==> src/inc/irqpr_consts.vh <==
// constants for the interrupt level and extended mask register bank
// assumes an 8-bit special-function register address space
`ifndef IRQPR_CONSTS_VH
`define IRQPR_CONSTS_VH

// ==========================================================
// register addresses
`define IRQPR_ADDR_LEVEL 8'hB8
`define IRQPR_ADDR_XMASK 8'hE6
`define IRQPR_ADDR_XLEVEL 8'hF6

// ==========================================================
// reset values
`define IRQPR_LEVEL_RW_RST 7'h00
`define IRQPR_XMASK_RST 8'h00
`define IRQPR_XLEVEL_RST 8'h00
`define IRQPR_UNMAPPED_RD 8'h00

// ==========================================================
// base level register fields
`define IRQPR_LV_FIXED 7
`define IRQPR_LV_SPI 6
`define IRQPR_LV_TMR2 5
`define IRQPR_LV_UART 4
`define IRQPR_LV_TMR1 3
`define IRQPR_LV_EXT1 2
`define IRQPR_LV_TMR0 1
`define IRQPR_LV_EXT0 0

// ==========================================================
// extended mask and level register fields
`define IRQPR_XB_TMR3 7
`define IRQPR_XB_CMP1 6
`define IRQPR_XB_CMP0 5
`define IRQPR_XB_PCA 4
`define IRQPR_XB_CONV 3
`define IRQPR_XB_WIN 2
`define IRQPR_XB_RSVD 1
`define IRQPR_XB_TWI 0

// ==========================================================
// fixed source order, 0 ranks first
`define IRQPR_SRC_EXT0 0
`define IRQPR_SRC_TMR0 1
`define IRQPR_SRC_EXT1 2
`define IRQPR_SRC_TMR1 3
`define IRQPR_SRC_UART 4
`define IRQPR_SRC_TMR2 5
`define IRQPR_SRC_SPI 6
`define IRQPR_SRC_TWI 7
`define IRQPR_SRC_RSVD 8
`define IRQPR_SRC_WIN 9
`define IRQPR_SRC_CONV 10
`define IRQPR_SRC_PCA 11
`define IRQPR_SRC_CMP0 12
`define IRQPR_SRC_CMP1 13
`define IRQPR_SRC_TMR3 14
`define IRQPR_NUM_SRC 15
`define IRQPR_SRC_W 4

`endif

==> src/design/irqpr_first_sel.v <==
// lowest-index-wins selector for one priority level
// assumes a plain request vector, combinational result
`timescale 1ns/100ps

module irqpr_first_sel
#(
    parameter N = 15,
    parameter W = 4
)
(
    input wire [N-1:0] req,
    output reg found,
    output reg [W-1:0] idx
);

    integer i;

    // ==========================================================
    // scan from the top so the lowest set index is kept last
    always @*
    begin
        found = 1'b0;
        idx = {W{1'b0}};
        for (i = N - 1; i >= 0; i = i - 1)
        begin
            if (req[i])
            begin
                found = 1'b1;
                idx = i[W-1:0];
            end
        end
    end

endmodule // irqpr_first_sel

==> src/design/irqpr_regs.v <==
// interrupt level register, extended mask and extended level registers
// with two-level arbitration toward the core's vectoring logic
// assumes the core pulses irq_take when it vectors, irq_ret on return
// Functional notes
// - top bit of base level register reads one, writes ignored
// - base level bit 6 picks serial peripheral interrupt level
// - base level bit 5 picks timer 2 interrupt level
// - base level bit 4 picks UART interrupt level
// - base level bit 3 picks timer 1 interrupt level
// - base level bit 2 picks external interrupt 1 level
// - base level bit 1 picks timer 0 interrupt level
// - base level bit 0 picks external interrupt 0 level
// - extended mask bit 7 passes either timer 3 overflow flag
// - extended mask bit 6 passes comparator 1 rise or fall flag
// - extended mask bit 5 passes comparator 0 rise or fall flag
// - extended mask bit 4 gates all counter array requests
// - extended mask bit 3 gates conversion-complete requests
// - extended mask bit 2 gates window-compare requests
// - extended mask bit 0 gates two-wire bus requests
// - extended level bit 7 picks timer 3 level
// - extended level bits 6 and 5 pick comparator 1 and 0 levels
// - extended level bit 4 picks counter array level
// - extended level bit 3 picks conversion-complete level
// - extended level bit 2 picks window-compare level
// - extended level bit 0 picks two-wire bus level
// - global gate low blocks every source regardless of masks
// - equal-level ties go by fixed order, 0 first, 14 last
`timescale 1ns/100ps
`include "irqpr_consts.vh"

module irqpr_regs
#(
    parameter NSRC = `IRQPR_NUM_SRC,
    parameter SW = `IRQPR_SRC_W
)
(
    input wire sys_clk,
    input wire rst_b,
    input wire [7:0] sfr_addr,
    input wire sfr_wr,
    input wire [7:0] sfr_wdata,
    output reg [7:0] sfr_rdata_q,
    output reg sfr_hit_q,
    input wire global_irq_gate,
    input wire [6:0] base_irq_mask,
    input wire [6:0] base_irq_pend,
    input wire twowire_pend,
    input wire window_cmp_flag,
    input wire conv_done_flag,
    input wire counter_array_pend,
    input wire comparator_zero_rise_flag,
    input wire comparator_zero_fall_flag,
    input wire comparator_one_rise_flag,
    input wire comparator_one_fall_flag,
    input wire timer_three_low_overflow,
    input wire timer_three_high_overflow,
    input wire irq_take,
    input wire irq_ret,
    output reg irq_req_q,
    output reg [SW-1:0] irq_src_q,
    output reg irq_level_q,
    output reg insvc_hi_q,
    output reg insvc_lo_q
);

    // ==========================================================
    // reset release through two flip-flops
    reg rst_meta_q;
    reg rst_sync_q;
    wire rst_n_int;

    always @(posedge sys_clk or negedge rst_b)
    begin
        if (!rst_b)
        begin
            rst_meta_q <= 1'b0;
            rst_sync_q <= 1'b0;
        end
        else
        begin
            rst_meta_q <= 1'b1;
            rst_sync_q <= rst_meta_q;
        end
    end

    assign rst_n_int = rst_sync_q;

    // ==========================================================
    // register storage
    reg [6:0] level_q;
    reg [7:0] xmask_q;
    reg [7:0] xlevel_q;
    wire wr_level;
    wire wr_xmask;
    wire wr_xlevel;

    // address decode of the three registers
    assign wr_level = sfr_wr && (sfr_addr == `IRQPR_ADDR_LEVEL);
    assign wr_xmask = sfr_wr && (sfr_addr == `IRQPR_ADDR_XMASK);
    assign wr_xlevel = sfr_wr && (sfr_addr == `IRQPR_ADDR_XLEVEL);

    always @(posedge sys_clk or negedge rst_n_int)
    begin
        if (!rst_n_int)
        begin
            level_q <= `IRQPR_LEVEL_RW_RST;
            xmask_q <= `IRQPR_XMASK_RST;
            xlevel_q <= `IRQPR_XLEVEL_RST;
        end
        else
        begin
            if (wr_level)
                level_q <= sfr_wdata[6:0];
            if (wr_xmask)
                xmask_q <= sfr_wdata;
            if (wr_xlevel)
                xlevel_q <= sfr_wdata;
        end
    end

    // ==========================================================
    // read path, one cycle after the address
    reg [7:0] rdata_d;
    reg hit_d;

    always @*
    begin
        rdata_d = `IRQPR_UNMAPPED_RD;
        hit_d = 1'b0;
        case (sfr_addr)
            `IRQPR_ADDR_LEVEL:
            begin
                rdata_d = {1'b1, level_q};
                hit_d = 1'b1;
            end
            `IRQPR_ADDR_XMASK:
            begin
                rdata_d = xmask_q;
                hit_d = 1'b1;
            end
            `IRQPR_ADDR_XLEVEL:
            begin
                rdata_d = xlevel_q;
                hit_d = 1'b1;
            end
            default:
            begin
                rdata_d = `IRQPR_UNMAPPED_RD;
                hit_d = 1'b0;
            end
        endcase
    end

    always @(posedge sys_clk or negedge rst_n_int)
    begin
        if (!rst_n_int)
        begin
            sfr_rdata_q <= 8'h00;
            sfr_hit_q <= 1'b0;
        end
        else
        begin
            sfr_rdata_q <= rdata_d;
            sfr_hit_q <= hit_d;
        end
    end

    // ==========================================================
    // per-source masked requests
    reg [NSRC-1:0] req_vec;
    reg [NSRC-1:0] lvl_vec;

    always @*
    begin
        req_vec = {NSRC{1'b0}};
        // base sources use the outside enable bits
        req_vec[`IRQPR_SRC_EXT0] = base_irq_pend[0] & base_irq_mask[0];
        req_vec[`IRQPR_SRC_TMR0] = base_irq_pend[1] & base_irq_mask[1];
        req_vec[`IRQPR_SRC_EXT1] = base_irq_pend[2] & base_irq_mask[2];
        req_vec[`IRQPR_SRC_TMR1] = base_irq_pend[3] & base_irq_mask[3];
        req_vec[`IRQPR_SRC_UART] = base_irq_pend[4] & base_irq_mask[4];
        req_vec[`IRQPR_SRC_TMR2] = base_irq_pend[5] & base_irq_mask[5];
        req_vec[`IRQPR_SRC_SPI] = base_irq_pend[6] & base_irq_mask[6];
        req_vec[`IRQPR_SRC_TWI] = twowire_pend & xmask_q[`IRQPR_XB_TWI];
        req_vec[`IRQPR_SRC_WIN] = window_cmp_flag
            & xmask_q[`IRQPR_XB_WIN];
        req_vec[`IRQPR_SRC_CONV] = conv_done_flag
            & xmask_q[`IRQPR_XB_CONV];
        req_vec[`IRQPR_SRC_PCA] = counter_array_pend
            & xmask_q[`IRQPR_XB_PCA];
        req_vec[`IRQPR_SRC_CMP0] = (comparator_zero_rise_flag
            | comparator_zero_fall_flag) & xmask_q[`IRQPR_XB_CMP0];
        req_vec[`IRQPR_SRC_CMP1] = (comparator_one_rise_flag
            | comparator_one_fall_flag) & xmask_q[`IRQPR_XB_CMP1];
        req_vec[`IRQPR_SRC_TMR3] = (timer_three_low_overflow
            | timer_three_high_overflow) & xmask_q[`IRQPR_XB_TMR3];
        if (!global_irq_gate)
            req_vec = {NSRC{1'b0}};
    end

    // ==========================================================
    // per-source level, one means high
    always @*
    begin
        lvl_vec = {NSRC{1'b0}};
        lvl_vec[`IRQPR_SRC_EXT0] = level_q[`IRQPR_LV_EXT0];
        lvl_vec[`IRQPR_SRC_TMR0] = level_q[`IRQPR_LV_TMR0];
        lvl_vec[`IRQPR_SRC_EXT1] = level_q[`IRQPR_LV_EXT1];
        lvl_vec[`IRQPR_SRC_TMR1] = level_q[`IRQPR_LV_TMR1];
        lvl_vec[`IRQPR_SRC_UART] = level_q[`IRQPR_LV_UART];
        lvl_vec[`IRQPR_SRC_TMR2] = level_q[`IRQPR_LV_TMR2];
        lvl_vec[`IRQPR_SRC_SPI] = level_q[`IRQPR_LV_SPI];
        lvl_vec[`IRQPR_SRC_TWI] = xlevel_q[`IRQPR_XB_TWI];
        lvl_vec[`IRQPR_SRC_WIN] = xlevel_q[`IRQPR_XB_WIN];
        lvl_vec[`IRQPR_SRC_CONV] = xlevel_q[`IRQPR_XB_CONV];
        lvl_vec[`IRQPR_SRC_PCA] = xlevel_q[`IRQPR_XB_PCA];
        lvl_vec[`IRQPR_SRC_CMP0] = xlevel_q[`IRQPR_XB_CMP0];
        lvl_vec[`IRQPR_SRC_CMP1] = xlevel_q[`IRQPR_XB_CMP1];
        lvl_vec[`IRQPR_SRC_TMR3] = xlevel_q[`IRQPR_XB_TMR3];
    end

    // ==========================================================
    // fixed-order pick within each level
    wire hi_found;
    wire lo_found;
    wire [SW-1:0] hi_idx;
    wire [SW-1:0] lo_idx;

    irqpr_first_sel
    #(
        .N(NSRC),
        .W(SW)
    )
    u_sel_hi
    (
        .req(req_vec & lvl_vec),
        .found(hi_found),
        .idx(hi_idx)
    );

    irqpr_first_sel
    #(
        .N(NSRC),
        .W(SW)
    )
    u_sel_lo
    (
        .req(req_vec & ~lvl_vec),
        .found(lo_found),
        .idx(lo_idx)
    );

    // ==========================================================
    // in-service tracking of both levels
    reg insvc_hi_d;
    reg insvc_lo_d;
    wire took;

    assign took = irq_take && irq_req_q;

    // return closes the higher active level; a take in the same cycle wins
    always @*
    begin
        insvc_hi_d = insvc_hi_q;
        insvc_lo_d = insvc_lo_q;
        if (irq_ret)
        begin
            if (insvc_hi_q)
                insvc_hi_d = 1'b0;
            else
                insvc_lo_d = 1'b0;
        end
        if (took)
        begin
            if (irq_level_q)
                insvc_hi_d = 1'b1;
            else
                insvc_lo_d = 1'b1;
        end
    end

    // ==========================================================
    // arbitration against the next in-service state
    reg req_d;
    reg [SW-1:0] src_d;
    reg level_d;

    // high preempts low, never the reverse
    always @*
    begin
        req_d = 1'b0;
        src_d = {SW{1'b0}};
        level_d = 1'b0;
        if (hi_found && !insvc_hi_d)
        begin
            req_d = 1'b1;
            src_d = hi_idx;
            level_d = 1'b1;
        end
        else if (lo_found && !insvc_hi_d && !insvc_lo_d)
        begin
            req_d = 1'b1;
            src_d = lo_idx;
            level_d = 1'b0;
        end
    end

    // new settings seen at next arbitration
    always @(posedge sys_clk or negedge rst_n_int)
    begin
        if (!rst_n_int)
        begin
            irq_req_q <= 1'b0;
            irq_src_q <= {SW{1'b0}};
            irq_level_q <= 1'b0;
            insvc_hi_q <= 1'b0;
            insvc_lo_q <= 1'b0;
        end
        else
        begin
            irq_req_q <= req_d;
            irq_src_q <= src_d;
            irq_level_q <= level_d;
            insvc_hi_q <= insvc_hi_d;
            insvc_lo_q <= insvc_lo_d;
        end
    end

endmodule // irqpr_regs

==> config.mk <==
export PLATFORM = sky130hd
export DESIGN_NAME = irqpr_regs
export DESIGN_NICKNAME = d
export VERILOG_FILES = /design/src/design/irqpr_first_sel.v /design/src/design/irqpr_regs.v
export VERILOG_INCLUDE_DIRS = /design/src /design/src/inc
export SDC_FILE = /design/constraint.sdc
export NUM_CORES = 1
export LEC_CHECK = 0
export ABC_AREA = 0
export BUFFER_PORTS_ARGS = -buffer_cell sky130_fd_sc_hd__buf_4
export CORE_ASPECT_RATIO = 1.4
export CORE_MARGIN = 2
export CORE_UTILIZATION = 45
export DETAILED_ROUTE_END_ITERATION = 10
export GPL_ROUTABILITY_DRIVEN = 1
export PLACE_DENSITY = 0.73
export SLEW_MARGIN = 20
export SYNTH_ARGS = -nofsm -noshare
export SYNTH_HDL_FRONTEND = slang
export SYNTH_HIERARCHICAL = 1
export SYNTH_SLANG_ARGS = --single-unit
==> constraint.sdc <==
create_clock -name sys_clk -period 1.13 [get_ports sys_clk]
set_input_delay 0 -clock sys_clk [delete_from_list [all_inputs] [get_ports sys_clk]]
set_output_delay 0 -clock sys_clk [all_outputs]
set_load 0.02 [all_outputs]
Yosys cells after proc, flatten, opt, wreduce, memory -nomap -nowiden
Index checks and enable logic that the tools add are counted.
{"block": "op_classes", "n_eq_ne": 3, "n_mux": 75, "n_reduce_logical": 10, "n_bitwise": 20}
{"operator": "2-to-1 mux 4 bit", "n": 32}
{"operator": "2-to-1 mux 1 bit", "n": 41}
{"operator": "bitwise AND 15 bit", "n": 2}
{"operator": "== test 8 bit (second input constant)", "n": 3}
{"operator": "case mux 8 bit (3 select lines)", "n": 1}
{"operator": "2-to-1 mux 15 bit", "n": 1}
{"operator": "inverter 15 bit", "n": 1}
{"operator": "bitwise AND 1 bit", "n": 14}
{"operator": "logical AND 1 bit", "n": 7}
{"operator": "bitwise OR 1 bit", "n": 3}
{"operator": "OR reduction 3 bit", "n": 1}
{"operator": "zero test 1 bit", "n": 2}
{"block": "word_totals", "wordCells": 120, "register_bits": 42, "out_inout_bits": 17}

Depth between registers and ports, before layout
{"block": "logic_depth", "word_depth": 23, "depth_mapped": 9}

Cells and area by module
The synthesis kept the hierarchy.
{"module": "irqpr_regs", "cells_per_inst": 189, "seq_area_each_um2": 1051.0, "area_each_um2": 2053.2, "n_inst": 1}
{"module": "irqpr_first_sel", "cells_per_inst": 27, "seq_area_each_um2": 0.0, "area_each_um2": 160.2, "n_inst": 2}

Worst setup path before layout
No wires, ideal clock.
{"block": "synth_timing", "path_type": "register -> register", "start": "register xmask_q[3]", "end": "register irq_src_q[1]", "required_ps": 991, "path_stages_with_launch": 9, "setup_ps": 139, "period_less_slack_ps": 1656, "path_buffers": 0, "arrival_time_ps": 1516, "slack_ps": -526, "cell_sequence": "dfrtp_1 nand3_1 nor2_1 or4_1 a21oi_1 o32ai_1 and2_1 o2111ai_1 a21oi_1"}
{"block": "synth_between", "word_cells_on_any_way": 53, "classes_between": "mux (47); bitwise (3); reduce/logical (3)"}
{"item": "start: declaration", "line_no": "irqpr_regs.v:91", "text": "reg [7:0] xmask_q;"}
{"item": "start signal: assignment", "line_no": "irqpr_regs.v:107", "text": "xmask_q <= `IRQPR_XMASK_RST;"}
{"item": "start signal: assignment", "line_no": "irqpr_regs.v:115", "text": "xmask_q <= sfr_wdata;"}
{"item": "bitwise AND 1 bit", "line_no": "irqpr_regs.v:187", "text": "req_vec[`IRQPR_SRC_CONV] = conv_done_flag"}
{"item": "2-to-1 mux 15 bit", "line_no": "irqpr_regs.v:197", "text": "if (!global_irq_gate)"}
{"item": "bitwise AND 15 bit", "line_no": "irqpr_regs.v:248", "text": ".req(req_vec & ~lvl_vec),"}
{"item": "2-to-1 mux 4 bit (11 in a row)", "line_no": "irqpr_first_sel.v:26", "text": "if (req[i])"}
{"item": "via lo_idx[1]", "line_no": "irqpr_regs.v:227", "text": "wire [SW-1:0] lo_idx;"}
{"item": "2-to-1 mux 4 bit", "line_no": "irqpr_regs.v:300", "text": "else if (lo_found && !insvc_hi_d && !insvc_lo_d)"}
{"item": "2-to-1 mux 4 bit", "line_no": "irqpr_regs.v:294", "text": "if (hi_found && !insvc_hi_d)"}
{"item": "via src_d[1]", "line_no": "irqpr_regs.v:285", "text": "reg [SW-1:0] src_d;"}
{"item": "end signal: assignment", "line_no": "irqpr_regs.v:314", "text": "irq_src_q <= {SW{1'b0}};"}
{"item": "end signal: assignment", "line_no": "irqpr_regs.v:322", "text": "irq_src_q <= src_d;"}
{"item": "end: declaration", "line_no": "irqpr_regs.v:60", "text": "output reg [SW-1:0] irq_src_q,"}
The timed path passes the listed nets, and every way through them passes these cells.
A chain may end at the register's enable or synchronous reset.

Final worst setup path
{"block": "layout_timing", "start": "register xmask_q[4]", "end": "register irq_src_q[1]"}
{"block": "layout_between", "word_cells_on_any_way": 57, "classes_between": "mux (51); bitwise (3); reduce/logical (3)"}
{"item": "bitwise AND 1 bit", "line_no": "irqpr_regs.v:189", "text": "req_vec[`IRQPR_SRC_PCA] = counter_array_pend"}
{"item": "2-to-1 mux 15 bit", "line_no": "irqpr_regs.v:197"}
{"item": "bitwise AND 15 bit", "line_no": "irqpr_regs.v:248"}
{"item": "2-to-1 mux 4 bit (12 in a row)", "line_no": "irqpr_first_sel.v:26"}
{"item": "via lo_idx[1]", "line_no": "irqpr_regs.v:227"}
{"item": "2-to-1 mux 4 bit", "line_no": "irqpr_regs.v:300"}
{"item": "2-to-1 mux 4 bit", "line_no": "irqpr_regs.v:294"}
{"item": "via src_d[1]", "line_no": "irqpr_regs.v:285"}
The timed path passes the listed nets, and every way through them passes these cells.

==> summary.md <==
| Metric | Value |
|---|---|
| Critical-path cell list | `nand3_2 > nor2_4 > or4_4 > a21oi_2 > o32ai_2 > and2_4 > o2111ai_2 > a21oi_1` |
| Layout Skew | `0.00683 ns` |
| Tmin final | `1.73 ns` |
| Register area share after synthesis | `44.3%` |
| Synth Flop Type | `dfrtp_1` |
| Dominant cells by area after synthesis | `dfrtp_1 (44%), mux2_2 (11%), nor2_1 (7.9%), mux2_4 (4.4%), inv_1 (3.0%)` |
| Starting Density | `46.4%` |
| RSZ-0062 raised after global routing | `true` |
| Fin. Hold Viols | `0` |
| Yosys reg bits | `42` |
| Die area | `5880 sq um` |
| GRT overflow | `0` |
| Cts bufs inserted | `5` |
| Rows | `31` |
| Largest stage delay, worst path | `0.54 ns` |
| WP buf/inv | `0` |
| Vias per cell | `roughly 5.5` |
| Synth warnings | `6` |
| Area Growth Syn to Fin | `63.7%` |
| Initial antenna violation count | `0` |
| Multi-input logic area | `~1500 sq um` |
| Antenna Nets Post-Route | `0` |
| Top-count cell post-synth | `nor2_1` |
| Post-synthesis cell area | `2370 sq um` |
| Maxcap violations | `0` |
| Clock Tree Root | `clkbuf_8` |
| Fraction of registers with async set/reset | `100%` |
| Cells after synthesis | `243` |
| Max stage delay cell, worst path | `or4_4` |
| Clock transition at path regs | `about 0.09 ns` |
| Synth top area share | `44.3%` |
| Finished Core Util | `75.9%` |
| Mean Syn Cell Area | `9.77 sq um` |
| Post-synth EDFFs | `0` |
| CP max FO | `2` |
| Setup ws final | `-0.600 ns` |
| CTS Buffer Depth | `2` |
| Ant diodes | `0` |
| Average wire per standard cell | `16.6 um` |
| Overall power | `3.60 mW` |
| RePlAce Congestion | `roughly 0.96` |
| P_leak | `1.87 nW` |
| Worst vdd ir | `845 uV` |
| Core area | `5120 sq um` |
| Io pins | `between 60 and 70` |
| CP top delay family | `simple AND/OR/NAND/NOR gates` |
| Failing checks | `negative setup slack` |
| Final Setup Violations | `11` |
| Cell Pwr Density | `927 nW/um^2` |
| GR Util All Layers | `25.6%` |
| Crit end category | `flop` |
| Critical path arrival | `1.91 ns` |
| DP HPWL | `5.16 mm` |
| Vias in the first global route | `2566` |
| Largest net degree at the start of global routing | `between 40 and 50` |
| H-tree depth | `2` |
| Die span in y | `89.9 um` |
| Kind of critical path | `flop to flop` |
| Post-synth cell types | `38` |
| TritonCTS Sinks | `42` |
| Critical Path Start Type | `flop` |
| Skew-Pair Late Insertion Delay | `around 0.3 ns` |
| FILL cells | `348` |
| Initial drt markers | `114` |
| Status | `complete, but fails checks` |
| Largest area contributor in the netlist | `dfrtp_1` |
| Dpl ws | `-0.656 ns` |
| Slew Viols, Final | `0` |
| Drt total wl | `about 7.6 mm` |
| CTS tree | `built` |
| Final non-filler cell area | `~3900 sq um` |
| Drt pass-1 iters | `4` |
| Fin Setup TNS | `-3.74 ns` |
| Crit path depth | `8` |
| Vias | `approximately 2500` |
| Hold Path Depth | `4` |
| DRC violations left | `0` |
| Worst min path class | `primary input to flop` |
| Fin crit share | `153%` |
| Layout cells sized above 1 | `a little over half` |
| IO buf count | `62` |
| First-pass GRT wire length | `11.6 mm` |
| Max Clk Rate | `578 MHz` |
| Placed inst area | `3370 sq um` |
| CP Data Required Time | `1.31 ns` |
| Synth top cells by count | `nor2_1 (50), dfrtp_1 (42), mux2_2 (24), inv_1 (19), nand3_1 (14)` |
| DIE WIDTH | `65.4 um` |
| Final net count | `between 400 and 500` |
| Sequential Area | `1050 sq um` |
| Worst R2R Path Depth | `8` |
layout make-up:
| class | count | area share (%) |
|---|---|---|
| well taps | 66 | 2.13 |
| inverters | 20 | 2.00 |
| repair buffers | 139 | 28.9 |
| flip-flops and latches | 42 | 27.1 |
| clock inverters | 2 | 0.419 |
| multi-input cells | 182 | 37.4 |
| clock buffers | 6 | 2.13 |
routing by layer:
metal  up-vias  GRT usage, %  part of all wire [%]
met5         -             0                     0
met3        33          4.01                   4.8
met1      1197          26.3                    35
li1       1167             -                     -
met4         0          13.7                   5.4
met2       120          47.5                    55
final timing paths:
| path | start | to | slack, ns |
|---|---|---|---|
| hold / removal | irq_take | irq_src_q[2] | 0.11 |
| setup / recovery | xmask_q[4] | irq_src_q[1] | -0.60 |
| hold reg to reg | rst_n_int | xlevel_q[1] | 0.24 |
| min in group asynchronous | rst_n_int | xlevel_q[1] | 0.24 |
| max in group asynchronous | rst_b | rst_n_int | 0.44 |
| setup reg to reg | xmask_q[4] | irq_src_q[1] | -0.60 |
cell families (layout without fill, tap and decap cells):
logic type             Yosys count  count (layout)  share of synthesized area [%]
and+or+nand+nor                102             102                           22.2
DFF                             42              42                           44.3
AOI/OAI and AO/OA               40              40                           12.3
muxes                           31              31                           15.8
buffers and inverters           26             167                           5.01
other                            2               9                          0.316
state kept, by name (all words and copies together), names as in the netlist:
| signal | cells |
|---|---|
| insvc_hi_q | 1 |
| insvc_lo_q | 1 |
| irq_level_q | 1 |
| irq_req_q | 1 |
| irq_src_q | 4 |
| level_q | 7 |
| rst_meta_q | 1 |
| rst_n_int | 1 |
| sfr_hit_q | 1 |
| sfr_rdata_q | 8 |
| xlevel_q | 8 |
| xmask_q | 8 |
placed cells by master, fill, tap and decap left out, types with 2 or more instances in the layout:
cell type      synthesis  layout
nor4_2                 0       2
nor4_4                 0       2
nor2_4                 0       4
buf_4                  1     117
o31ai_1                4       4
nor2_1                50      37
nand3_1               14       8
a32oi_1                7       6
nand3b_1               2       2
o21ai_1                1       2
buf_6                  2      10
mux2_4                 7      14
a21boi_1               0       2
o21ai_0                3       2
and2_4                 0       2
a21oi_1                7       6
dfrtp_1               42      40
clkbuf_8               0       6
dlygate4sd3_1          0      11
nand3_2                0       5
o211ai_1               4       4
nand2b_1               4       4
nand2_1                6       5
nor2b_1                3       3
o2111ai_2              0       2
mux2_2                24      17
dfrtp_2                0       2
conb_1                 2       9
nor2_2                 0       9
nor4_1                10       6
inv_1                 19      18
o2111ai_1              4       2
and3b_2                0       2
metrics by stage:
stage / hold slack [ns] / std cells
after global routing: 0.136 / 457
after floorplan: -0.296 / 250
after global placement: -0.218 / 429
final: 0.112 / 457
after detailed placement: -0.217 / 429
after CTS: 0.0998 / 455
worst reg2reg max path: stages, from the launching register on:
cell and delay [ns]:
dfrtp_1 0.40, nand3_2 0.12, nor2_4 0.05, or4_4 0.54
a21oi_2 0.13, o32ai_2 0.08, and2_4 0.16, o2111ai_2 0.05
a21oi_1 0.08
repair_timing:
item	4_1_cts	5_1_grt
setup endpoints to repair	13	13
hold endpoints to repair	26	0
setup buffers	12	4
hold buffers	11	0
pin swaps	25	18
resized for setup	33	29
report_power, final:
part | internal, mW | switching (mW)
logic | 0.477 | 0.429
clock network | 0.503 | 0.546
registers | 1.59 | 0.0608
total | 2.57 | 1.04
No activity file was read; power rests on OpenSTA's default activity.
